`config.mk`:
```
export PLATFORM = sky130hd
export DESIGN_NAME = timer3_counter16
export DESIGN_NICKNAME = d
export VERILOG_FILES = /design/src/design/counter3_pkg.sv /design/src/design/count_edge_source.sv /design/src/design/counter3_prescale.sv /design/src/design/timer3_counter16.sv
export SDC_FILE = /design/constraint.sdc
export NUM_CORES = 1
export LEC_CHECK = 0
export BUFFER_PORTS_ARGS = -buffer_cell sky130_fd_sc_hd__buf_2
export CAP_MARGIN = 20
export CORE_UTILIZATION = 52
export DETAILED_ROUTE_END_ITERATION = 10
export PLACE_DENSITY = 0.8
export SLEW_MARGIN = 5
export SYNTH_ARGS = -nofsm -noshare
export SYNTH_HDL_FRONTEND = slang
export SYNTH_SLANG_ARGS = --single-unit
```
`constraint.sdc`:
```
create_clock -name aclk -period 3 [get_ports aclk]
set_input_delay 0.15 -clock aclk [delete_from_list [all_inputs] [get_ports aclk]]
set_output_delay 0.15 -clock aclk [all_outputs]
set_load 0.02 [all_outputs]
```
`src/design/counter3_pkg.sv`:
```
// Purpose: shared constants for the 16-bit up-counter block
// Assumes: 50 MHz aclk, AXI4-Lite register access, 32-bit data
// Notes:   registers sit in byte lane 0 of each aligned word
package counter3_pkg;
  localparam int          ADDR_W          = 8;
  localparam int          CLK_PERIOD_NS   = 20;
  localparam int          FOSC_DIVIDE     = 4;
  localparam int          LP_OSC_MAX_KHZ  = 200;
  localparam int          LP_OSC_MIN_CYC  = (1_000_000 / LP_OSC_MAX_KHZ) / CLK_PERIOD_NS;

  localparam logic [7:0]  ADDR_CONTROL    = 8'h00;
  localparam logic [7:0]  ADDR_COUNT_LOW  = 8'h04;
  localparam logic [7:0]  ADDR_COUNT_HIGH = 8'h08;
  localparam logic [7:0]  ADDR_IRQ_STATUS = 8'h0c;
  localparam logic [7:0]  ADDR_IRQ_MASK   = 8'h10;
  localparam logic [7:0]  ADDR_AUX        = 8'h14;

  localparam logic [2:0]  IDX_CONTROL     = 3'h0;
  localparam logic [2:0]  IDX_LOW         = 3'h1;
  localparam logic [2:0]  IDX_HIGH        = 3'h2;
  localparam logic [2:0]  IDX_STATUS      = 3'h3;
  localparam logic [2:0]  IDX_MASK        = 3'h4;
  localparam logic [2:0]  IDX_AUX         = 3'h5;
  localparam logic [2:0]  IDX_NONE        = 3'h7;

  // control, aux and interrupt register field positions
  localparam int          CTL_WIDE        = 7;
  localparam int          CTL_ASSIGN_HI   = 6;
  localparam int          CTL_PRE_HI      = 5;
  localparam int          CTL_PRE_LO      = 4;
  localparam int          CTL_ASSIGN_LO   = 3;
  localparam int          CTL_SYNC_BYPASS = 2;
  localparam int          CTL_SRC         = 1;
  localparam int          CTL_RUN         = 0;
  localparam int          AUX_OSC_EN      = 0;
  localparam int          IRQ_OVERFLOW    = 0;

  localparam logic [7:0]  CONTROL_RESET   = 8'h00;
  localparam logic [15:0] COUNT_RESET     = 16'h0000;
  localparam logic [15:0] COUNT_MAX       = 16'hffff;
  localparam logic [3:0]  MODE_SPECIAL    = 4'hb;
  localparam logic [1:0]  RESP_OKAY       = 2'h0;
  localparam logic [1:0]  RESP_SLVERR     = 2'h2;

  typedef enum logic [1:0] {WR_IDLE = 2'b01, WR_RESP = 2'b10} wr_state_t;
  typedef enum logic [1:0] {RD_IDLE = 2'b01, RD_DATA = 2'b10} rd_state_t;
endpackage : counter3_pkg

```
`src/design/count_edge_source.sv`:
```
// Purpose: count source, internal quarter-rate tick or external rising edges
// Assumes: external levels sampled on aclk
// Notes:   bypass path trades metastability safety for two fewer cycles of latency
`timescale 1ns/1ps
module count_edge_source (
  input  logic aclk,
  input  logic aresetn,
  input  logic source_ext,
  input  logic sync_bypass,
  input  logic low_power_osc_enable,
  input  logic lp_osc_clk,
  input  logic external_count_pin,
  input  logic arm_clear,
  output logic src_tick
);
  import counter3_pkg::*;

  logic [1:0] div_cnt;
  logic       fosc4_tick;
  logic       ext_level;
  logic       sync1;
  logic       sync2;
  logic       prev_sync;
  logic       prev_raw;
  logic       level;
  logic       prev;
  logic       armed;

  assign fosc4_tick = (div_cnt == 2'(FOSC_DIVIDE - 1));
  assign ext_level  = low_power_osc_enable ? lp_osc_clk : external_count_pin;
  assign level      = sync_bypass ? ext_level : sync2;
  assign prev       = sync_bypass ? prev_raw : prev_sync;
  // internal source ignores the bypass bit completely
  assign src_tick   = source_ext ? (armed & level & ~prev) : fosc4_tick;

  always_ff @(posedge aclk) begin
    if (!aresetn) begin
      div_cnt <= 2'h0;
    end else begin
      div_cnt <= div_cnt + 2'h1;
    end
  end

  always_ff @(posedge aclk) begin
    if (!aresetn) begin
      sync1     <= 1'b0;
      sync2     <= 1'b0;
      prev_sync <= 1'b0;
      prev_raw  <= 1'b0;
    end else begin
      sync1     <= ext_level;
      sync2     <= sync1;
      prev_sync <= sync2;
      prev_raw  <= ext_level;
    end
  end

  // first counted edge is the rise after the first fall
  always_ff @(posedge aclk) begin
    if (!aresetn || arm_clear || !source_ext) begin
      armed <= 1'b0;
    end else if (~level & prev) begin
      armed <= 1'b1;
    end
  end
endmodule : count_edge_source

```
`src/design/counter3_prescale.sv`:
```
// Purpose: 1:1 to 1:8 prescaler ahead of the counter
// Assumes: tick_in is a one-cycle pulse
// Notes:   cleared on count or control writes so a new setting starts clean
`timescale 1ns/1ps
module counter3_prescale #(
  parameter int STAGE_BITS = 3
) (
  input  logic       aclk,
  input  logic       aresetn,
  input  logic       clear,
  input  logic       tick_in,
  input  logic [1:0] select,
  output logic       tick_out
);
  import counter3_pkg::*;

  logic [STAGE_BITS-1:0] cnt;
  logic [STAGE_BITS-1:0] limit;

  if (STAGE_BITS < 3) begin : g_check
    $error("prescaler needs at least three stages for 1:8");
  end

  assign limit    = STAGE_BITS'((1 << select) - 1);
  assign tick_out = tick_in && (cnt == limit);

  always_ff @(posedge aclk) begin
    if (!aresetn || clear) begin
      cnt <= '0;
    end else if (tick_in) begin
      cnt <= tick_out ? '0 : cnt + 1'b1;
    end
  end
endmodule : counter3_prescale

```
`src/design/timer3_counter16.sv`:
```
// Purpose: 16-bit up-counter with prescaler, overflow interrupt and AXI4-Lite registers
// Assumes: single 50 MHz clock, synchronous active-low reset, inputs synchronous
// Notes:   one write and one read in flight; answers are registered
//
// Local design decisions: the AXI4-Lite slave port and the address map.
`timescale 1ns/1ps
module timer3_counter16 #(
  parameter int PRESCALE_BITS = 3
) (
  input  logic                            aclk,
  input  logic                            aresetn,
  input  logic [counter3_pkg::ADDR_W-1:0] awaddr,
  input  logic                            awvalid,
  output logic                            awready,
  input  logic [31:0]                     wdata,
  input  logic [3:0]                      wstrb,
  input  logic                            wvalid,
  output logic                            wready,
  output logic [1:0]                      bresp,
  output logic                            bvalid,
  input  logic                            bready,
  input  logic [counter3_pkg::ADDR_W-1:0] araddr,
  input  logic                            arvalid,
  output logic                            arready,
  output logic [31:0]                     rdata,
  output logic [1:0]                      rresp,
  output logic                            rvalid,
  input  logic                            rready,
  input  logic                            external_count_pin,
  input  logic                            lp_osc_clk,
  input  logic [1:0]                      port_c_pin_in,
  input  logic [1:0]                      port_c_direction,
  output logic [1:0]                      port_c_drive_en,
  output logic [1:0]                      port_c_read,
  input  logic [1:0]                      compare_trigger,
  input  logic [3:0]                      compare_mode_field_one,
  input  logic [3:0]                      compare_mode_field_two,
  output logic [4:0]                      module_uses_counter3,
  output logic                            overflow_irq
);
  import counter3_pkg::*;

  function automatic logic [2:0] reg_index(input logic [ADDR_W-1:0] a);
    case (a)
      ADDR_CONTROL:    reg_index = IDX_CONTROL;
      ADDR_COUNT_LOW:  reg_index = IDX_LOW;
      ADDR_COUNT_HIGH: reg_index = IDX_HIGH;
      ADDR_IRQ_STATUS: reg_index = IDX_STATUS;
      ADDR_IRQ_MASK:   reg_index = IDX_MASK;
      ADDR_AUX:        reg_index = IDX_AUX;
      default:         reg_index = IDX_NONE;
    endcase
  endfunction : reg_index

  wr_state_t         wr_state;
  rd_state_t         rd_state;
  logic              aw_have;
  logic              w_have;
  logic [ADDR_W-1:0] aw_addr;
  logic [7:0]        w_byte;
  logic              w_lane0;
  logic              wr_fire;
  logic [2:0]        wr_idx;
  logic [2:0]        rd_idx;
  logic [7:0]        rd_value;

  logic [7:0]        control;
  logic [15:0]       count;
  logic [15:0]       next_count;
  logic [7:0]        high_read_buf;
  logic [7:0]        high_write_stage;
  logic              overflow_flag;
  logic              overflow_irq_enable;
  logic              low_power_osc_enable;

  logic              wide_access_select;
  logic [1:0]        module_timer_assign;
  logic [1:0]        input_prescale;
  logic              ext_sync_bypass;
  logic              count_source_select;
  logic              counter_run;

  logic              ctl_wr;
  logic              cnt_wr_low;
  logic              cnt_wr_high;
  logic              cnt_wr;
  logic              trig_clear;
  logic              src_tick;
  logic              pre_tick;
  logic              inc;
  logic              wrap;

  assign wide_access_select  = control[CTL_WIDE];
  assign module_timer_assign = {control[CTL_ASSIGN_HI], control[CTL_ASSIGN_LO]};
  assign input_prescale      = control[CTL_PRE_HI:CTL_PRE_LO];
  assign ext_sync_bypass     = control[CTL_SYNC_BYPASS];
  assign count_source_select = control[CTL_SRC];
  assign counter_run         = control[CTL_RUN];

  // write channel: address and data taken in either order, acted on together
  assign awready = (wr_state == WR_IDLE) && !aw_have;
  assign wready  = (wr_state == WR_IDLE) && !w_have;
  assign bvalid  = (wr_state == WR_RESP);
  assign wr_fire = (wr_state == WR_IDLE) && aw_have && w_have;
  assign wr_idx  = reg_index(aw_addr);

  always_ff @(posedge aclk) begin
    if (!aresetn) begin
      wr_state <= WR_IDLE;
      aw_have  <= 1'b0;
      w_have   <= 1'b0;
      aw_addr  <= '0;
      w_byte   <= 8'h00;
      w_lane0  <= 1'b0;
      bresp    <= RESP_OKAY;
    end else begin
      case (wr_state)
        WR_IDLE: begin
          if (awvalid && awready) begin
            aw_have <= 1'b1;
            aw_addr <= awaddr;
          end
          if (wvalid && wready) begin
            w_have  <= 1'b1;
            w_byte  <= wdata[7:0];
            w_lane0 <= wstrb[0];
          end
          if (wr_fire) begin
            wr_state <= WR_RESP;
            aw_have  <= 1'b0;
            w_have   <= 1'b0;
            bresp    <= (wr_idx == IDX_NONE) ? RESP_SLVERR : RESP_OKAY;
          end
        end
        WR_RESP: begin
          if (bready) begin
            wr_state <= WR_IDLE;
          end
        end
        default: wr_state <= WR_IDLE;
      endcase
    end
  end

  // read channel: data registered on the same edge that takes the address
  assign arready = (rd_state == RD_IDLE);
  assign rvalid  = (rd_state == RD_DATA);
  assign rd_idx  = reg_index(araddr);

  always_comb begin
    case (rd_idx)
      IDX_CONTROL: rd_value = control;
      IDX_LOW:     rd_value = count[7:0];
      IDX_HIGH:    rd_value = wide_access_select ? high_read_buf : count[15:8];
      IDX_STATUS:  rd_value = 8'({overflow_flag});
      IDX_MASK:    rd_value = 8'({overflow_irq_enable});
      IDX_AUX:     rd_value = 8'({low_power_osc_enable});
      default:     rd_value = 8'h00;
    endcase
  end

  always_ff @(posedge aclk) begin
    if (!aresetn) begin
      rd_state <= RD_IDLE;
      rdata    <= 32'h0000_0000;
      rresp    <= RESP_OKAY;
    end else begin
      case (rd_state)
        RD_IDLE: begin
          if (arvalid) begin
            rd_state <= RD_DATA;
            rdata    <= {24'h00_0000, rd_value};
            rresp    <= (rd_idx == IDX_NONE) ? RESP_SLVERR : RESP_OKAY;
          end
        end
        RD_DATA: begin
          if (rready) begin
            rd_state <= RD_IDLE;
          end
        end
        default: rd_state <= RD_IDLE;
      endcase
    end
  end

  // a low-byte read in wide mode freezes the high byte for the next read
  always_ff @(posedge aclk) begin
    if (!aresetn) begin
      high_read_buf <= 8'h00;
    end else if (arvalid && arready && rd_idx == IDX_LOW && wide_access_select) begin
      high_read_buf <= count[15:8];
    end
  end

  // configuration registers
  assign ctl_wr = wr_fire && w_lane0 && (wr_idx == IDX_CONTROL);

  always_ff @(posedge aclk) begin
    if (!aresetn) begin
      control              <= CONTROL_RESET;
      overflow_irq_enable  <= 1'b0;
      low_power_osc_enable <= 1'b0;
    end else if (wr_fire && w_lane0) begin
      if (wr_idx == IDX_CONTROL) begin
        control <= w_byte;
      end
      if (wr_idx == IDX_MASK) begin
        overflow_irq_enable <= w_byte[IRQ_OVERFLOW];
      end
      if (wr_idx == IDX_AUX) begin
        low_power_osc_enable <= w_byte[AUX_OSC_EN];
      end
    end
  end

  // count path
  assign cnt_wr_low  = wr_fire && w_lane0 && (wr_idx == IDX_LOW);
  assign cnt_wr_high = wr_fire && w_lane0 && (wr_idx == IDX_HIGH);
  assign cnt_wr      = cnt_wr_low || (cnt_wr_high && !wide_access_select);
  assign trig_clear  = (compare_trigger[0] && compare_mode_field_one == MODE_SPECIAL) ||
                       (compare_trigger[1] && compare_mode_field_two == MODE_SPECIAL);
  assign inc         = counter_run && pre_tick;
  assign wrap        = inc && (count == COUNT_MAX) && !cnt_wr && !trig_clear;

  count_edge_source u_source (
    .aclk                 (aclk),
    .aresetn              (aresetn),
    .source_ext           (count_source_select),
    .sync_bypass          (ext_sync_bypass),
    .low_power_osc_enable (low_power_osc_enable),
    .lp_osc_clk           (lp_osc_clk),
    .external_count_pin   (external_count_pin),
    .arm_clear            (!counter_run),
    .src_tick             (src_tick)
  );

  counter3_prescale #(
    .STAGE_BITS (PRESCALE_BITS)
  ) u_prescale (
    .aclk     (aclk),
    .aresetn  (aresetn),
    .clear    (cnt_wr || ctl_wr),
    .tick_in  (src_tick && counter_run),
    .select   (input_prescale),
    .tick_out (pre_tick)
  );

  // software write first, then trigger clear, then increment
  always_comb begin
    next_count = count;
    if (cnt_wr_low) begin
      next_count = wide_access_select ? {high_write_stage, w_byte} : {count[15:8], w_byte};
    end else if (cnt_wr_high && !wide_access_select) begin
      next_count = {w_byte, count[7:0]};
    end else if (trig_clear) begin
      next_count = COUNT_RESET;
    end else if (inc) begin
      next_count = count + 16'h0001;
    end
  end

  // the count has no defined power-on value; zero is used so simulation stays clean
  always_ff @(posedge aclk) begin
    if (!aresetn) begin
      count <= COUNT_RESET;
    end else begin
      count <= next_count;
    end
  end

  always_ff @(posedge aclk) begin
    if (!aresetn) begin
      high_write_stage <= 8'h00;
    end else if (cnt_wr_high && wide_access_select) begin
      high_write_stage <= w_byte;
    end
  end

  // sticky overflow flag, write one to clear, a new wrap wins over the clear
  always_ff @(posedge aclk) begin
    if (!aresetn) begin
      overflow_flag <= 1'b0;
    end else if (wrap) begin
      overflow_flag <= 1'b1;
    end else if (wr_fire && w_lane0 && wr_idx == IDX_STATUS && w_byte[IRQ_OVERFLOW]) begin
      overflow_flag <= 1'b0;
    end
  end

  assign overflow_irq = overflow_flag && overflow_irq_enable;

  // timer assignment and port pins
  always_ff @(posedge aclk) begin
    if (!aresetn) begin
      module_uses_counter3 <= 5'h00;
      port_c_drive_en      <= 2'h0;
      port_c_read          <= 2'h0;
    end else begin
      case (module_timer_assign)
        2'b11:   module_uses_counter3 <= 5'h1f;
        2'b10:   module_uses_counter3 <= 5'h1c;
        2'b01:   module_uses_counter3 <= 5'h1e;
        default: module_uses_counter3 <= 5'h00;
      endcase
      port_c_drive_en <= low_power_osc_enable ? 2'h0 : ~port_c_direction;
      port_c_read     <= low_power_osc_enable ? 2'h0 : port_c_pin_in;
    end
  end
endmodule : timer3_counter16

```
# Word level (Yosys, flattened, before mapping)
# Index checks and enable logic that the tools add are counted.
# word_totals
output_inout_bits,51
register_bits,96
# classes
n_eq_ne,40
n_shift,1
reduce_logical,63
muxes,29
add_sub_neg,4
bitwise_logic,7
# op_table
operator,count
$mux W16,5
$pmux W8 S6,1
$pmux W3 S6,2
$eq A8 B4 Y1 const B,4
$eq A8 B5 Y1 const B,4
$logic_and A1 B1 Y1,26
$reduce_and A2 Y1,13
$eq A3 B3 Y1 const B,6
$add A16 B1 Y16 const B,1
$eq A16 B16 Y1 const B,1
$eq A8 B3 Y1 const B,2
$logic_not A8 Y1,2
$pmux W5 S3,1
$eq A3 B2 Y1 const B,4
$mux W2,6
$eq A2 B2 Y1 const B,5
$mux W1,10
$eq A4 B4 Y1 const B,2
$logic_not A1 Y1,8
$mux W8,1
$ne A2 B2 Y1 const B,4
$pmux W2 S2,2
$eq A2 B1 Y1 const B,3
$eq A3 B1 Y1 const B,2
16 further kinds,29

# Logic depth before layout (Yosys ltp)
# depth
ltp_word,12
mapped_depth,9

# Modules after synthesis
# From an unflattened synthesis, not the netlist that was laid out.
# hier_totals
cells_unflattened,583
hier_area_um2,4864.7
# modules_own_cells
mod,instances,seq_area_each_um2,area_per_inst_um2,cells_each
timer3_counter16,1,1661.6,4404.2,535
count_edge_source,1,120.1,234.0,24
counter3_prescale,1,60.1,226.5,24

# Worst setup path before layout
# Ideal clock, no wire load.
# synth_path
kind,input to register
start,input port araddr[5] (netlist bit)
end,register rdata[7]
setup_ns,0.128
n_path_buf,0
t_required_ns,2.872
cell_stages,7
arrival_ns,2.176
slack_ns,0.697
path_cell_list,or4_1 > nor3_1 > nand2_1 > ha_1 > o31ai_1 > a2bb2oi_1 > nor2_1
# synth_between
elab_chain_cells,4
# synth_rtl
element,line,rtl
"start, declared",timer3_counter16.sv:22,"input logic [counter3_pkg::ADDR_W-1:0] araddr,"
"$eq A8 B5 Y1, or another cell as far along",timer3_counter16.sv:44,case (a)
$pmux W3 S6 (*),timer3_counter16.sv:44,
"$eq A3 B3 Y1, or another cell as far along",timer3_counter16.sv:151,case (rd_idx)
$pmux W8 S6 (*),timer3_counter16.sv:151,
"end signal, assigned",timer3_counter16.sv:172,"rdata <= {24'h00_0000, rd_value};"
"end, declared",timer3_counter16.sv:25,"output logic [31:0] rdata,"
# Mark *: on every way between the ends. The rest lies on a longest branch, timed or not.
# A chain may end at the register's enable or synchronous reset.

# Worst setup path after layout
# layout_path
start,register w_have
end,register count[9]
# layout_between
elab_chain_cells,6
# layout_rtl
element,line,rtl
"start, declared",timer3_counter16.sv:58,logic w_have;
"start signal, assigned",timer3_counter16.sv:111,w_have <= 1'b0;
"start signal, assigned",timer3_counter16.sv:124,w_have <= 1'b1;
"start signal, assigned",timer3_counter16.sv:131,w_have <= 1'b0;
$logic_and A1 B1 Y1 (*),timer3_counter16.sv:104,assign wr_fire = (wr_state == WR_IDLE) && aw_have && w_have;
$logic_and A1 B1 Y1 (*),"timer3_counter16.sv:217, timer3_counter16.sv:218",
$logic_and A1 B1 Y1,timer3_counter16.sv:218,assign cnt_wr_high = wr_fire && w_lane0 && (wr_idx == IDX_HIGH);
$logic_and A1 B1 Y1,timer3_counter16.sv:253,end else if (cnt_wr_high && !wide_access_select) begin
$reduce_bool A4 Y1 (no source line) / $mux W16 (equally long branches),n/a,
$reduce_and A2 Y1 (no source line) / $mux W16 (equally long branches),n/a,
"end signal, assigned",timer3_counter16.sv:267,count <= next_count;
"end, declared",timer3_counter16.sv:68,logic [15:0] count;
# Mark *: on every way between the ends. The rest lies on a longest branch, timed or not. The select of a mux whose other input is x is not followed.

==> flow_summary.json <==
{
  "critical_path_class": "register to register",
  "ant_nets": 0,
  "slew_viol_final": 0,
  "final_cells": 716,
  "dp_slack_ns": 0.326,
  "cp.arrival_ns": 2.81,
  "slew_headroom_pct": 41.8,
  "end_kind": "register",
  "synth-seq-cells": 92,
  "layout_setup_ws_ns": 0.450,
  "maxCapViolations": 0,
  "cts-buffers-inserted": 9,
  "dieWidth_um": 95.0,
  "synth_cells": 540,
  "die-area_um2": 9030,
  "startpoint_type": "register",
  "avgSynthCellArea_um2": 8.33,
  "drc": 0,
  "clk_latency_ns": 0.37,
  "synth_ff_type": "dfxtp_1",
  "post_drt_wl_per_cell_um": 15.0,
  "crit_slowest_cell": "or4_4",
  "nFillCells": 726,
  "tightest_slew_ns": 0.866,
  "cp_slowest_stage_delay_ns": 0.54,
  "final_util_pct": 61.3,
  "synth_edf_count": 0,
  "initial_core_util_pct": 54.2,
  "row_count": 33,
  "leakage_nw": 2.00,
  "worst-path-buf-inv": 1,
  "peakVddDrop_mv": 0.281,
  "crit_family": "simple AND/OR/NAND/NOR gates",
  "grtUsageTotal_pct": 24.6,
  "path_cells": "or4b_4, or4_4, o21ai_4, buf_4, nor4_1, a221oi_1, o21ai_1",
  "setup_tns_ns": 0,
  "synth_area_um2": 4500,
  "gp_congestion": 0.874,
  "synth_warnings": 0,
  "p_total_mw": 2.45,
  "outcome": "finished clean",
  "placed_area_um2": 4820,
  "fin_nets": 686,
  "num_vias": 4110,
  "clock-skew-final_ns": 0.0107,
  "fmax_mhz": 392,
  "cts-root-buf": "clkbuf_8",
  "grt_pass1_wl_um": 17100,
  "hold_viol": 0,
  "rsz0062_at_grt": "no",
  "setup_viol": 0,
  "gr-total-overflow": 0,
  "crit_fanout": 9,
  "placed_cells": 696,
  "cts.htree.levels": 3,
  "portBuffers": 72,
  "viasPerCell": 5.74,
  "grt_max_degree": 38,
  "drtIter0Drc": 279,
  "synth_cell_types": 64,
  "cts_tree": "built",
  "hold_ws_ns": 0.00692,
  "first_pass_iters": 5,
  "num_io_pins": 126,
  "clk_pin_slew_ns": 0.09,
  "cp.required_ns": 3.26,
  "async_reset_ff_share_pct": 0,
  "cts_setup_buffers": 0,
  "design.core.area_um2": 8300,
  "grt_antenna_before_repair": 0,
  "post-route-min-period_ns": 2.55,
  "grt_pass1_vias": 3719,
  "area_growth_pct": 13.1,
  "totalWireLength_um": 10700,
  "stdcell_area_um2": 5090,
  "p_per_area_nw_per_um2": 481,
  "drive_above_1_share_pct": 19.0,
  "dieHeight_um": 95.0,
  "clock_path_buffers": 2,
  "synth_seq_area_share_pct": 40.9,
  "antennaDiodeCount": 0,
  "hold_path.class": "input port to register",
  "place_hpwl_um": 7850,
  "clock_sinks": 92,
  "fin_crit_sh_pct": 85.0
}
## layout by cell type, fill, tap and decap left out, types with 4 or more instances in the layout
| cell type | synthesis | final |
|---|---|---|
| inv_1 | 10 | 10 |
| a21oi_1 | 44 | 44 |
| or4_1 | 4 | 4 |
| o31ai_1 | 6 | 6 |
| and2_1 | 12 | 12 |
| mux2i_1 | 14 | 14 |
| nor4_1 | 7 | 7 |
| a22oi_1 | 5 | 5 |
| a221oi_1 | 4 | 4 |
| and3_1 | 9 | 9 |
| nand4_1 | 4 | 4 |
| buf_2 | 6 | 72 |
| mux2_2 | 9 | 9 |
| o211ai_1 | 8 | 8 |
| nor3_1 | 9 | 9 |
| dfxtp_1 | 92 | 92 |
| a2bb2oi_1 | 7 | 7 |
| nand2_1 | 92 | 92 |
| o21ai_0 | 4 | 4 |
| nor2_1 | 48 | 48 |
| a222oi_1 | 8 | 8 |
| buf_4 | 30 | 7 |
| nand3_1 | 14 | 14 |
| ha_1 | 4 | 4 |
| nor2b_1 | 10 | 10 |
| dlygate4sd3_1 | 0 | 5 |
| o21ai_1 | 7 | 7 |
| clkbuf_8 | 0 | 9 |
| conb_1 | 1 | 26 |
## per-layer routing
metal	vias up	GRT usage (%)	wire length, um
met5	-	0	0
met4	0	9.22	289
met3	27	5.48	757
met2	170	41.5	4970
met1	1905	30.5	4710
li1	2008	-	-
## synthesized netlist by cell type (8+ instances only)
cell | n | area, um2
nand3_1 | 14 | 70.1
a222oi_1 | 8 | 80.1
nand2_1 | 92 | 345
inv_1 | 10 | 37.5
o211ai_1 | 8 | 60.1
mux2_2 | 9 | 101
clkbuf_1 | 14 | 52.6
nor2_1 | 48 | 180
and2_1 | 12 | 75.1
nor2b_1 | 10 | 62.6
mux2i_1 | 14 | 140
and3_1 | 9 | 56.3
dfxtp_1 | 92 | 1840
buf_4 | 30 | 225
a21oi_1 | 44 | 220
nor3_1 | 9 | 45.0
## final timing paths
path         slack (ns)  depth (start not counted)                 from             endpoint
max reg2reg        0.45                          7               w_have             count[9]
min reg2reg        0.43                          1  u_source.div_cnt[0]  u_source.div_cnt[0]
max                0.45                          7               w_have             count[9]
min               0.007                          3             wdata[0]            w_byte[0]
## worst min-delay path: cells and delay by family
family | cells | cell delay (ns)
buffers and inverters | 1 | 0.09
AO/OA/AOI/OAI | 1 | 0.05
AND/OR/NAND/NOR | 1 | 0.04
## area by class of cell
type | count | area [um2] | share of cell area (%)
Multi-Input combinational cell | 409 | 2390 | 47.0
Sequential cell | 92 | 1840 | 36.2
Timing Repair Buffer | 84 | 463 | 9.10
Tap cell | 105 | 131 | 2.58
Clock buffer | 9 | 124 | 2.43
Clock inverter | 6 | 96.3 | 1.89
Inverter | 11 | 41.3 | 0.812
## logic make-up after synthesis
| kind of cell | Yosys count | synth area share, % |
|---|---|---|
| muxes | 23 | 5.37 |
| xor gates and xnor gates | 3 | 0.584 |
| DFF | 92 | 40.9 |
| AOI/OAI and AO/OA | 124 | 19.4 |
| and+or+nand+nor | 229 | 24.5 |
| other | 1 | 0.0834 |
| adders and majority gates | 4 | 1.11 |
| buffers and inverters | 64 | 8.01 |
## state kept, by name, summed over array words and instances, names as in the netlist, 2 cells and up
| signal | cells |
|---|---|
| aw_addr | 8 |
| control | 8 |
| count | 16 |
| high_read_buf | 8 |
| high_write_stage | 8 |
| module_uses_counter3 | 3 |
| port_c_drive_en | 2 |
| port_c_read | 2 |
| rd_state | 2 |
| rdata | 8 |
| u_prescale.cnt | 3 |
| u_source.div_cnt | 2 |
| w_byte | 8 |
| wr_state | 2 |
## timing repair
action,4_1_cts,5_1_grt
hold endpoints to repair,4,1
hold buffers,4,1
gates resized for setup,0,0
## power breakdown
part	switching [mW]	internal (mW)	total, mW
sequential	0.0362	1.25	1.29
clock	0.460	0.476	0.936
combinational	0.146	0.0771	0.223
(Power assumes the default switching activity.)
